==> config.mk <==
export PLATFORM = sky130hd
export DESIGN_NAME = alrx_receiver
export DESIGN_NICKNAME = d
export VERILOG_FILES = /design/src/verilog/alrx_fifo_mem.v /design/src/verilog/alrx_receiver.v
export VERILOG_INCLUDE_DIRS = /design/src /design/src/pkg
export SDC_FILE = /design/constraint.sdc
export NUM_CORES = 2
export LEC_CHECK = 0
export ABC_AREA = 1
export BUFFER_PORTS_ARGS = -buffer_cell sky130_fd_sc_hd__buf_2
export CAP_MARGIN = 20
export CORE_MARGIN = 2
export CORE_UTILIZATION = 41
export CTS_CLUSTER_SIZE = 10
export DETAILED_ROUTE_END_ITERATION = 8
export PLACE_DENSITY = 0.68
export SLEW_MARGIN = 20
export SYNTH_ARGS = -nofsm -noshare
export SYNTH_HDL_FRONTEND = slang
export SYNTH_HIERARCHICAL = 1
export SYNTH_SLANG_ARGS = --single-unit
==> constraint.sdc <==
create_clock -name clk -period 4.9 [get_ports clk]
set_input_delay 0.735 -clock clk [delete_from_list [all_inputs] [get_ports clk]]
set_output_delay 0.735 -clock clk [all_outputs]
set_load 0.005 [all_outputs]
==> src/pkg/alrx_defines.vh <==
// Constants shared by the receive path and its word store
`ifndef ALRX_DEFINES_VH
`define ALRX_DEFINES_VH

// ---------------------------------------------------------------------------
// Sampling
// ---------------------------------------------------------------------------
`define ALRX_SHR_W 10
`define ALRX_SHR_TOP 9
`define ALRX_UP_LSB 5
`define ALRX_LO_MSB 4
`define ALRX_LOW_DIV 3'h7
`define ALRX_NPINS 4

// ---------------------------------------------------------------------------
// Bit spacing and word gap, counted in samples
// ---------------------------------------------------------------------------
`define ALRX_SPACE_MIN 4'h8
`define ALRX_SPACE_MAX 4'hc
`define ALRX_SPACE_SAT 4'hf
`define ALRX_GAP_PERIOD 4'h9
`define ALRX_GAP_DONE 2'h3

// ---------------------------------------------------------------------------
// Word layout
// ---------------------------------------------------------------------------
`define ALRX_WORD_W 32
`define ALRX_LAST_BIT 6'h1f
`define ALRX_PAR_BIT 31
`define ALRX_LABEL_MSB 7
`define ALRX_SDI_B10 9
`define ALRX_SDI_B9 8
`define ALRX_LABEL_N 256

// ---------------------------------------------------------------------------
// Word store
// ---------------------------------------------------------------------------
`define ALRX_FIFO_AW 5
`define ALRX_FIFO_DEPTH 6'h20
`define ALRX_FIFO_HALF 6'h10
`define ALRX_FIFO_CW 6

`endif

==> src/verilog/alrx_fifo_mem.v <==
// Word store of the receive queue, registered read port
`timescale 1ns/100ps
`include "alrx_defines.vh"

module alrx_fifo_mem (
  input wire clk,
  input wire rst_n,
  input wire wr_en,
  input wire [`ALRX_FIFO_AW-1:0] wr_addr,
  input wire [`ALRX_WORD_W-1:0] wr_data,
  input wire rd_en,
  input wire [`ALRX_FIFO_AW-1:0] rd_addr,
  output reg [`ALRX_WORD_W-1:0] rd_data_ff
);

  // -------------------------------------------------------------------------
  // Storage
  // -------------------------------------------------------------------------
  // No reset on the array; emptiness is tracked by the receiver's word count alone
  reg [`ALRX_WORD_W-1:0] mem [0:(1<<`ALRX_FIFO_AW)-1];

  always @(posedge clk) begin
    if (wr_en) begin
      mem[wr_addr] <= wr_data;
    end
  end

  // Read data holds until the next read
  always @(posedge clk or negedge rst_n) begin
    if (!rst_n) begin
      rd_data_ff <= {`ALRX_WORD_W{1'b0}};
    end else if (rd_en) begin
      rd_data_ff <= mem[rd_addr];
    end
  end

endmodule

==> src/verilog/alrx_receiver.v <==
// Line sampling, word framing, acceptance filter and receive queue
`timescale 1ns/100ps
`include "alrx_defines.vh"

module alrx_receiver (
  input wire clk,
  input wire rst_n,
  input wire aclk,
  input wire line_one_in,
  input wire line_zero_in,
  input wire master_reset_pin,
  input wire rate_select,
  input wire label_filter_enable,
  input wire parity_check_enable,
  input wire receiver_enable_bit,
  input wire decoder_check_enable,
  input wire match_bit10,
  input wire match_bit9,
  input wire flag_pin_select,
  input wire rd_req,
  input wire tbl_wr_en,
  input wire [`ALRX_LABEL_MSB:0] tbl_wr_addr,
  input wire tbl_wr_data,
  input wire [`ALRX_LABEL_MSB:0] tbl_rd_addr,
  output wire [`ALRX_WORD_W-1:0] rd_data,
  output reg rd_valid_ff,
  output reg fifo_empty_flag,
  output reg fifo_half_full_flag,
  output reg fifo_full_flag,
  output reg fifo_flag_pin,
  output reg data_ready_ff,
  output reg tbl_rd_data_ff
);

  localparam [1:0] ST_GAP = 2'b00;
  localparam [1:0] ST_IDLE = 2'b01;
  localparam [1:0] ST_RX = 2'b10;

  // Any run of three consecutive high samples in a half register
  function has_run3;
    input [`ALRX_LO_MSB:0] v;
    begin
      has_run3 = |(v[4:2] & v[3:1] & v[2:0]);
    end
  endfunction

  // -------------------------------------------------------------------------
  // Pin synchronisers
  // -------------------------------------------------------------------------
  wire [`ALRX_NPINS-1:0] pin_raw;
  reg [`ALRX_NPINS-1:0] sync1_ff;
  reg [`ALRX_NPINS-1:0] sync2_ff;
  assign pin_raw = {master_reset_pin, aclk, line_zero_in, line_one_in};

  genvar gi;
  generate
    for (gi = 0; gi < `ALRX_NPINS; gi = gi + 1) begin : g_sync
      always @(posedge clk or negedge rst_n) begin
        if (!rst_n) begin
          sync1_ff[gi] <= 1'b0;
          sync2_ff[gi] <= 1'b0;
        end else begin
          sync1_ff[gi] <= pin_raw[gi];
          sync2_ff[gi] <= sync1_ff[gi];
        end
      end
    end
  endgenerate

  wire one_s = sync2_ff[0];
  wire zero_s = sync2_ff[1];
  wire aclk_s = sync2_ff[2];
  wire mr_s = sync2_ff[3];

  // -------------------------------------------------------------------------
  // Sample timing
  // -------------------------------------------------------------------------
  // The system clock must run well above twice the ARINC clock
  reg aclk_d_ff;
  reg [2:0] div_ff;
  wire aclk_rise = aclk_s & ~aclk_d_ff;
  wire sample_tick = aclk_rise &
                     (~rate_select | (div_ff == `ALRX_LOW_DIV));

  always @(posedge clk or negedge rst_n) begin
    if (!rst_n) begin
      aclk_d_ff <= 1'b0;
      div_ff <= 3'h0;
    end else begin
      aclk_d_ff <= aclk_s;
      if (aclk_rise) begin
        div_ff <= div_ff + 3'h1;
      end
    end
  end

  // -------------------------------------------------------------------------
  // Sampling shift registers
  // -------------------------------------------------------------------------
  // Both comparators high is treated as between bands: all shift low
  wire band_one = one_s & ~zero_s;
  wire band_zero = zero_s & ~one_s;
  wire band_null = ~one_s & ~zero_s;
  reg [`ALRX_SHR_TOP:0] one_ff;
  reg [`ALRX_SHR_TOP:0] zero_ff;
  reg [`ALRX_SHR_TOP:0] null_ff;
  reg bit_prev_ff;
  wire [`ALRX_SHR_TOP:0] nxt_one = {one_ff[`ALRX_SHR_TOP-1:0], band_one};
  wire [`ALRX_SHR_TOP:0] nxt_zero = {zero_ff[`ALRX_SHR_TOP-1:0], band_zero};
  wire [`ALRX_SHR_TOP:0] nxt_null = {null_ff[`ALRX_SHR_TOP-1:0], band_null};
  wire null_lo = has_run3(nxt_null[`ALRX_LO_MSB:0]);
  wire bit_one_c = has_run3(nxt_one[`ALRX_SHR_TOP:`ALRX_UP_LSB]) &
                   null_lo;
  wire bit_zero_c = has_run3(nxt_zero[`ALRX_SHR_TOP:`ALRX_UP_LSB]) &
                    null_lo;
  wire bit_c = bit_one_c | bit_zero_c;
  wire gap_null_c = has_run3(nxt_null[`ALRX_SHR_TOP:`ALRX_UP_LSB]) &
                    null_lo;
  // Only the first sample that completes the pattern counts as the bit
  wire bit_det = sample_tick & bit_c & ~bit_prev_ff;

  always @(posedge clk or negedge rst_n) begin
    if (!rst_n) begin
      one_ff <= {`ALRX_SHR_W{1'b0}};
      zero_ff <= {`ALRX_SHR_W{1'b0}};
      null_ff <= {`ALRX_SHR_W{1'b0}};
      bit_prev_ff <= 1'b0;
    end else if (sample_tick) begin
      one_ff <= nxt_one;
      zero_ff <= nxt_zero;
      null_ff <= nxt_null;
      bit_prev_ff <= bit_c;
    end
  end

  // -------------------------------------------------------------------------
  // Word framing
  // -------------------------------------------------------------------------
  reg [1:0] state_ff;
  reg [1:0] nxt_state;
  reg [3:0] sp_ff;
  reg [3:0] nxt_sp;
  reg [3:0] gt_ff;
  reg [3:0] nxt_gt;
  reg [1:0] gap_cnt_ff;
  reg [1:0] nxt_gap_cnt;
  reg [5:0] bitcnt_ff;
  reg [5:0] nxt_bitcnt;
  reg par_ff;
  reg nxt_par;
  reg [`ALRX_WORD_W-1:0] word_ff;
  reg [`ALRX_WORD_W-1:0] nxt_word;
  reg [`ALRX_WORD_W-1:0] done_ff;
  reg [`ALRX_WORD_W-1:0] nxt_done;
  reg eos_ff;
  reg nxt_eos;
  wire [3:0] sp_inc = (sp_ff == `ALRX_SPACE_SAT) ? sp_ff : sp_ff + 4'h1;
  wire space_ok = (sp_inc >= `ALRX_SPACE_MIN) &&
                  (sp_inc <= `ALRX_SPACE_MAX);
  wire [`ALRX_WORD_W-1:0] shifted = {bit_one_c, word_ff[`ALRX_WORD_W-1:1]};
  wire par_new = par_ff ^ bit_one_c;

  always @* begin
    nxt_state = state_ff;
    nxt_sp = sp_ff;
    nxt_gt = gt_ff;
    nxt_gap_cnt = gap_cnt_ff;
    nxt_bitcnt = bitcnt_ff;
    nxt_par = par_ff;
    nxt_word = word_ff;
    nxt_done = done_ff;
    nxt_eos = 1'b0;
    case (state_ff)
      ST_GAP: begin
        if (sample_tick) begin
          if (gt_ff == `ALRX_GAP_PERIOD) begin
            nxt_gt = 4'h0;
            if (gap_null_c) begin
              nxt_gap_cnt = gap_cnt_ff + 2'h1;
              if (nxt_gap_cnt == `ALRX_GAP_DONE) begin
                nxt_state = ST_IDLE;
                nxt_gap_cnt = 2'h0;
              end
            end else begin
              nxt_gap_cnt = 2'h0;
            end
          end else begin
            nxt_gt = gt_ff + 4'h1;
          end
        end
      end
      ST_IDLE: begin
        if (bit_det) begin
          nxt_state = ST_RX;
          nxt_word = shifted;
          nxt_par = bit_one_c;
          nxt_bitcnt = 6'h1;
          nxt_sp = 4'h0;
        end
      end
      ST_RX: begin
        if (bit_det) begin
          if (space_ok) begin
            nxt_word = shifted;
            nxt_par = par_new;
            nxt_bitcnt = bitcnt_ff + 6'h1;
            nxt_sp = 4'h0;
            if (bitcnt_ff == `ALRX_LAST_BIT) begin
              nxt_eos = 1'b1;
              nxt_done = shifted;
              if (parity_check_enable & par_new) begin
                nxt_done[`ALRX_PAR_BIT] = 1'b0;
              end
              nxt_state = ST_GAP;
              nxt_gt = 4'h0;
              nxt_gap_cnt = 2'h0;
            end
          end else begin
            nxt_state = ST_GAP;
            nxt_gt = 4'h0;
            nxt_gap_cnt = 2'h0;
          end
        end else if (sample_tick) begin
          nxt_sp = sp_inc;
          if (sp_inc > `ALRX_SPACE_MAX) begin
            nxt_state = ST_GAP;
            nxt_gt = 4'h0;
            nxt_gap_cnt = 2'h0;
          end
        end
      end
      default: begin
        nxt_state = ST_GAP;
      end
    endcase
    if (mr_s | ~receiver_enable_bit) begin
      nxt_state = ST_GAP;
      nxt_gt = 4'h0;
      nxt_gap_cnt = 2'h0;
      nxt_bitcnt = 6'h0;
      nxt_eos = 1'b0;
    end
  end

  always @(posedge clk or negedge rst_n) begin
    if (!rst_n) begin
      state_ff <= ST_GAP;
      sp_ff <= 4'h0;
      gt_ff <= 4'h0;
      gap_cnt_ff <= 2'h0;
      bitcnt_ff <= 6'h0;
      par_ff <= 1'b0;
      word_ff <= {`ALRX_WORD_W{1'b0}};
      done_ff <= {`ALRX_WORD_W{1'b0}};
      eos_ff <= 1'b0;
    end else begin
      state_ff <= nxt_state;
      sp_ff <= nxt_sp;
      gt_ff <= nxt_gt;
      gap_cnt_ff <= nxt_gap_cnt;
      bitcnt_ff <= nxt_bitcnt;
      par_ff <= nxt_par;
      word_ff <= nxt_word;
      done_ff <= nxt_done;
      eos_ff <= nxt_eos;
    end
  end

  // -------------------------------------------------------------------------
  // Label table and acceptance
  // -------------------------------------------------------------------------
  // Not touched by master reset, like the control bits
  reg [`ALRX_LABEL_N-1:0] label_tbl_ff;

  always @(posedge clk or negedge rst_n) begin
    if (!rst_n) begin
      label_tbl_ff <= {`ALRX_LABEL_N{1'b0}};
      tbl_rd_data_ff <= 1'b0;
    end else begin
      if (tbl_wr_en) begin
        label_tbl_ff[tbl_wr_addr] <= tbl_wr_data;
      end
      tbl_rd_data_ff <= label_tbl_ff[tbl_rd_addr];
    end
  end

  wire lbl_ok = ~label_filter_enable |
                label_tbl_ff[done_ff[`ALRX_LABEL_MSB:0]];
  wire dec_ok = ~decoder_check_enable |
                ((done_ff[`ALRX_SDI_B10] == match_bit10) &
                 (done_ff[`ALRX_SDI_B9] == match_bit9));
  // Dropped words never reach the queue or the flags
  wire load = eos_ff & lbl_ok & dec_ok & ~mr_s;

  // -------------------------------------------------------------------------
  // Receive queue
  // -------------------------------------------------------------------------
  reg [`ALRX_FIFO_AW-1:0] wr_ptr_ff;
  reg [`ALRX_FIFO_AW-1:0] rd_ptr_ff;
  reg [`ALRX_FIFO_CW-1:0] cnt_ff;
  reg [`ALRX_FIFO_CW-1:0] nxt_cnt;
  wire is_full = (cnt_ff == `ALRX_FIFO_DEPTH);
  wire rd_take = rd_req & (cnt_ff != {`ALRX_FIFO_CW{1'b0}}) & ~mr_s;
  // A full queue with no read in the same cycle loses its newest word
  wire overwrite = load & is_full & ~rd_take;
  wire [`ALRX_FIFO_AW-1:0] wr_addr = overwrite ?
       wr_ptr_ff - {{(`ALRX_FIFO_AW-1){1'b0}}, 1'b1} : wr_ptr_ff;
  wire nxt_empty = (nxt_cnt == {`ALRX_FIFO_CW{1'b0}});
  wire nxt_full = (nxt_cnt == `ALRX_FIFO_DEPTH);

  always @* begin
    nxt_cnt = cnt_ff;
    if (mr_s) begin
      nxt_cnt = {`ALRX_FIFO_CW{1'b0}};
    end else if (load & ~overwrite & ~rd_take) begin
      nxt_cnt = cnt_ff + {{(`ALRX_FIFO_CW-1){1'b0}}, 1'b1};
    end else if (rd_take & ~load) begin
      nxt_cnt = cnt_ff - {{(`ALRX_FIFO_CW-1){1'b0}}, 1'b1};
    end
  end

  always @(posedge clk or negedge rst_n) begin
    if (!rst_n) begin
      wr_ptr_ff <= {`ALRX_FIFO_AW{1'b0}};
      rd_ptr_ff <= {`ALRX_FIFO_AW{1'b0}};
      cnt_ff <= {`ALRX_FIFO_CW{1'b0}};
      rd_valid_ff <= 1'b0;
      fifo_empty_flag <= 1'b1;
      fifo_half_full_flag <= 1'b0;
      fifo_full_flag <= 1'b0;
      fifo_flag_pin <= 1'b0;
      data_ready_ff <= 1'b0;
    end else begin
      cnt_ff <= nxt_cnt;
      rd_valid_ff <= rd_take;
      if (mr_s) begin
        wr_ptr_ff <= {`ALRX_FIFO_AW{1'b0}};
        rd_ptr_ff <= {`ALRX_FIFO_AW{1'b0}};
      end else begin
        if (load & ~overwrite) begin
          wr_ptr_ff <= wr_ptr_ff + {{(`ALRX_FIFO_AW-1){1'b0}}, 1'b1};
        end
        if (rd_take) begin
          rd_ptr_ff <= rd_ptr_ff + {{(`ALRX_FIFO_AW-1){1'b0}}, 1'b1};
        end
      end
      fifo_empty_flag <= nxt_empty;
      fifo_half_full_flag <= (nxt_cnt >= `ALRX_FIFO_HALF);
      fifo_full_flag <= nxt_full;
      fifo_flag_pin <= ~mr_s &
                       (flag_pin_select ? nxt_full : nxt_empty);
      // Set wins: a load always leaves the queue non-empty
      data_ready_ff <= ~mr_s & (load | (data_ready_ff & ~nxt_empty));
    end
  end

  alrx_fifo_mem u_mem (
    .clk(clk),
    .rst_n(rst_n),
    .wr_en(load),
    .wr_addr(wr_addr),
    .wr_data(done_ff),
    .rd_en(rd_take),
    .rd_addr(rd_ptr_ff),
    .rd_data_ff(rd_data)
  );

endmodule

**Yosys cells after proc, flatten, opt, wreduce, memory -nomap -nowiden**

Memories as Yosys holds them, arrays and structs flattened. A register that Yosys moved wholly into a read port is not among the register bits.
Index checks and enable logic that the tools add are counted.

- Register bits after elaboration: 403
- Memory bits (writable): 1,024
- Input port bits: 33
- Output and inout port bits: 39
- Logic and storage cells: 224
- Memories: 1

- $add $sub $neg: 10
- Order comparisons: 8
- Equality and inequality tests: 26
- Mux-type cells: 70
- Bitwise gates (word level): 53
- Reductions and logical operators: 22

Memories:

| memory | depth | bits a word | rd ports | clocked after Yosys merged registers in | write ports | line | text |
|---|---|---|---|---|---|---|---|
| u_mem.mem | 32 | 32 | 1 | 1 | 1 | alrx_fifo_mem.v:20 | `` reg [`ALRX_WORD_W-1:0] mem [0:(1<<`ALRX_FIFO_AW)-1]; `` |

Operator list:

| operator | count |
|---|---|
| 256-bit bitwise mux | 1 |
| 32-bit 2-to-1 mux | 3 |
| 32-bit case mux with 2 select lines | 1 |
| 4-bit 2-to-1 mux | 13 |
| 6-bit 2-to-1 mux | 7 |
| 2-bit 2-to-1 mux | 16 |
| 8-bit by 9-bit less-than comparator with 1-bit output (second input constant) | 3 |
| 3-bit inequality test (second input constant) | 9 |
| 1-bit AND | 25 |
| 5-bit 2-to-1 mux | 5 |
| 3-bit AND | 8 |
| 1-bit binary-select mux with 8-bit select | 2 |
| 4-bit case mux with 2 select lines | 2 |
| 4-bit AND reduction | 4 |
| 1-bit 2-to-1 mux | 15 |
| 1-bit inverter | 13 |
| 6-bit by 1-bit adder with 6-bit output (second input constant) | 2 |
| 6-bit == test (second input constant) | 2 |
| 6-bit case mux with 2 select lines | 1 |
| 3-bit OR reduction | 4 |
| 5-bit by 1-bit adder with 5-bit output (second input constant) | 2 |
| 4-bit by 1-bit adder with 4-bit output (second input constant) | 2 |
| 1-bit demux with 8-bit select | 1 |
| 4-bit == test (second input constant) | 2 |
| 32 further kinds | 46 |

**Logic depth before layout (Yosys ltp)**

- Depth in word-level cells: 18
- Depth in mapped cells: 26
- Depth with buffers taken out: 24

**Hierarchy**

The synthesis kept the hierarchy.

By module, submodules not included:

| module | times used | cells each | area each (um^2) | seq. area each (um^2) |
|---|---|---|---|---|
| alrx_fifo_mem | 1 | 3,544 | 42,588.3 | 31,550.3 |
| alrx_receiver | 1 | 2,814 | 21,363.0 | 10,060.9 |

**Least setup slack after synthesis**

Ideal clock, no wire load.

- Path kind: register -> register
- Start: register done_ff[0]
- End: memory u_mem/mem[30][0] (netlist name) (enable)
- Setup time: 0.421 ns
- Data arrival time: 4.298 ns
- Required time: 4.479 ns
- Path slack: 0.181 ns
- Cell stages (with the launch flop): 20
- Path buffers: 2
- Period minus slack after synthesis: 4.719 ns
- Cell sequence: dfrtp_1 buf_2 buf_4 nand2_1 nand3_1 nand3_1 nand3_1 nand3_1 nand3_1 nand2_1 nand2_1 nand3_1 nand3_2 nand2_2 nor2_1 and2_1 nand3_1 xor2_1 nand3_1 nor2_1

- Word-level cells in the longest chain between the ends: 9
- Elaborated cells on any way between the ends: 11
- Classes of those cells: 5 x mux; 6 x bitwise

Ends and longest elaborated chain:

| element | line | text |
|---|---|---|
| start, declared | alrx_receiver.v:153 | `` reg [`ALRX_WORD_W-1:0] done_ff; `` |
| start signal, assigned | alrx_receiver.v:254 | `` done_ff <= {`ALRX_WORD_W{1'b0}}; `` |
| start signal, assigned | alrx_receiver.v:264 | `done_ff <= nxt_done;` |
| 1-bit binary-select mux with 8-bit select | alrx_receiver.v:288 | `` label_tbl_ff[done_ff[`ALRX_LABEL_MSB:0]]; `` |
| 1-bit 2-to-1 mux | alrx_receiver.v:288 |  |
| 1-bit OR | alrx_receiver.v:287 | `wire lbl_ok = ~label_filter_enable \|` |
| 1-bit AND (3 in a row) | alrx_receiver.v:293 | `wire load = eos_ff & lbl_ok & dec_ok & ~mr_s;` |
| 1-bit AND (2 in a row) | alrx_receiver.v:305 | `wire overwrite = load & is_full & ~rd_take;` |
| 5-bit 2-to-1 mux | alrx_receiver.v:306 | `` wire [`ALRX_FIFO_AW-1:0] wr_addr = overwrite ? `` |
| via wr_addr[4] | alrx_receiver.v:306 |  |
| end, declared | alrx_fifo_mem.v:20 |  |

The timed path passes the listed nets, and every way through them passes these cells. The select of a mux whose other input is x is not followed.

**Final worst setup path**

- Start: register done_ff[1]
- End: memory u_mem/mem[24][22] (netlist name) (enable)

Same word-level chain as after synthesis.

==> out/qor.txt <==
final wirelength: 184000 um
Slew headroom: 26.8%
Clock Latency Late Sink: 0.80 ns
# IOs: 72
clk slew on worst S/H paths: 0.06 ns
fillers: 13900
Max Used Layer: met5
P_leak: 0.0290 uW
drt initial violations: 6267
TritonCTS clock tree: built
dpl hpwl: 108000 um
vias: 48500
Die Wd: 399 um
met1 wire length: 74000 um
Avg WL per Cell: 21.7 um
Port Buf Inserts: 71
Req. time, crit path: 5.37 ns
met2 WL post-DR: 86100 um
setup ws final: 0.273 ns
final net count: 6383
asr flop ratio synth: 29.8%
Final Hold Violating Endpoints: 0
Pins Over Slew Limit: 0
dominant synthesized flop cell: edfxtp_1
synth-to-layout area growth: 11.9%
status: completed
class of the most critical hold timing path: in2async
Die Footprint: 159000 sq um
Worst Setup Start Kind: flop
share of cells above drive strength 1: 8.32%
CTS Buf Count: 169
kind of critical path: reg2reg
CP endpoint kind: flop
pwr dens: 400 nW/um^2
Pre-antenna DRT Iters: 6
met3 wire len: 17300 um
global route total overflow: 0
top cells by area, synth: edfxtp_1 (48%), dfrtp_1 (17%), nand2_1 (11%), nand3_1 (9.1%), nor2_1 (2.4%)
Overall Global Routing Usage: 22.8%
VDD IR-drop max: 0.355 mV
vias in the first global route: 45500
Synthesis Warnings: 6
cell count after synthesis: 6358
num rows: 144
DR vias/cell: 5.71
syn nets: 6402
post-synthesis cell type count: 46
RSZ-0062 raised after global routing: no
post-route ant nets: 0
final setup fails: 0
flops & latches, synth: 1458
Max Cap Viol: 0
min cycle time layout: 4.63 ns
clk_skew: 0.0401 ns
area leader, netlist: edfxtp_1
Yosys top cell area share: 48.1%
CTS root buf: clkbuf_16
setup TNS: 0 ns
Die H: 399 um
Starting Density: 41.4%
number of synthesized flops with an enable pin: 1024
largest net degree at the start of global routing: 205
Max Fclk: 0.216 GHz
Slew @ Worst Pin: 1.10 ns
initial antenna violation count: 8
Critical Path Fanout Max: 22
CTS sink cnt: 1458
syn_area_per_cell: 10.1 sq um
Mapped Area: 64000 sq um
sequential element share of the synthesized area: 65.1%
Clock Tree Buf Depth: 3
GPL Wtd Cong: 0.876
post-placement setup slack: 0.300 ns
core area: 154000 sq um
Worst EP arrival: 5.10 ns
# H-tree levels: 4
crit share post-route: 94.4%
drt drc: 0
first-pass GRT wire length: 279000 um
## area by class of cell
cell class	instances	area [sq um]	area share, %
inverters	181	716	1.00
flip-flops and latches	1458	41700	58.2
clock inverters	21	270	0.378
multi-input cells	4280	19600	27.3
clock buffers	256	4670	6.52
well taps	2044	2560	3.57
diodes	1	2.50	0.00350
repair buffers	249	2140	2.99
## placed cells by master (no fill, tap or decap), drive strengths merged
| cell type | count |
|---|---|
| nand3 | 1158 |
| nor3 | 15 |
| xor2 | 16 |
| nor3b | 2 |
| xnor2 | 4 |
| bufinv | 1 |
| and2 | 1 |
| buf | 249 |
| o221ai | 1 |
| a21o | 1 |
| o21ai | 275 |
| clkbuf | 256 |
| o21a | 3 |
| a31oi | 184 |
| nor2 | 416 |
| edfxtp | 1024 |
| o32ai | 2 |
| o31ai | 7 |
| a211oi | 1 |
| a21oi | 262 |
| inv | 188 |
| o221a | 2 |
| ha | 11 |
| diode | 1 |
| nor4 | 2 |
| a41oi | 1 |
| and3 | 1 |
| clkinv | 12 |
| clkinvlp | 1 |
| mux2 | 4 |
| o211ai | 3 |
| nand4 | 4 |
| a32oi | 1 |
| o22ai | 83 |
| dfstp | 1 |
| dfrtp | 433 |
| nand2 | 1820 |
## flip-flops by register name (all words and copies together), names as in the netlist, 2 cells and up
register          cells
u_mem/mem          1024
label_tbl_ff        256
done_ff              32
u_mem/rd_data_ff     32
word_ff              31
null_ff               9
one_ff                9
zero_ff               9
bitcnt_ff             6
cnt_ff                6
rd_ptr_ff             5
wr_ptr_ff             5
gt_ff                 4
sp_ff                 4
sync1_ff              4
div_ff                3
gap_cnt_ff            2
state_ff              2
## per-layer routing
layer  track usage (%)  up-vias
met5                 0        -
met4              8.71        6
li1                  -    22000
met1              31.3    23500
met2              36.1     2581
met3              4.07      430
## Yosys cell counts (37+ instances only)
cell,count
buf_6,54
edfxtp_1,1024
nor2_1,415
o21ai_0,275
clkbuf_1,182
o22ai_1,83
nand2_1,1817
a21oi_1,262
buf_4,37
dfrtp_1,433
nand3_1,1157
inv_1,171
a31oi_1,184
buf_2,147
## stage by stage
step	cell area (sq um)	util, %	hold WS, ns	power [uW]	instances
detailed placement	66600	43.1	0.336	17400	8209
floorplan	64000	-	0.331	16500	6358
global placement	66600	43.1	0.333	17300	8208
CTS	71500	46.3	0.0179	28800	8486
finish	71600	46.4	0.0229	28700	8490
global route	71600	46.4	0.0368	29700	8489
## timing repair
item,CTS,global route
hold buffers,0,0
endpoints found under the setup margin,0,32
gates resized for setup,0,0
buffers inserted,0,2
## critical path, cell delays in order (launching register included)
cell,delay [ns]
dfrtp_4,0.63
inv_2,0.17
buf_4,0.23
nand3_1,0.10
nand3_1,0.06
nand3_1,0.09
nand3_1,0.19
nand3_1,0.18
nand2_1,0.07
nand2_1,0.06
nand3_1,0.09
nand3_2,0.13
nand2_2,0.07
nor2_1,0.30
and2_1,0.22
nand3_1,0.09
xor2_1,0.42
nand3_1,0.46
nor2_4,0.50
buf_12,0.24
## cell families after synthesis
| group | after synthesis | share of synthesized area [%] |
|---|---|---|
| AOI/OAI and AO/OA | 826 | 7.10 |
| and+or+nand+nor | 3419 | 22.4 |
| buffers and inverters | 620 | 4.82 |
| xor gates and xnor gates | 20 | 0.274 |
| adders and majority gates | 11 | 0.215 |
| muxes | 4 | 0.0704 |
| DFF | 1458 | 65.1 |
## final timing paths
| path | from | end | slack (ns) | depth (start not counted) |
|---|---|---|---|---|
| worst max-delay path | done_ff[1] | u_mem/mem[24][22] | 0.27 | 19 |
| worst min-delay path | rst_n | fifo_full_flag | 0.02 | 1 |
| worst max register to register | done_ff[1] | u_mem/mem[24][22] | 0.27 | 19 |
| worst min register to register | sync1_ff[3] | mr_s | 0.35 | 0 |
| max in group asynchronous | rst_n | done_ff[1] | 3.50 | 2 |
| min in group clk | line_zero_in | sync1_ff[1] | 0.06 | 1 |
## power by group
group          internal [uW]  switching, uW  total [uW]
combinational            921           2430        3350
sequential             13500            357       13800
clock                   6600           4900       11500
Note: power is estimated with default switching activity, not from simulation.
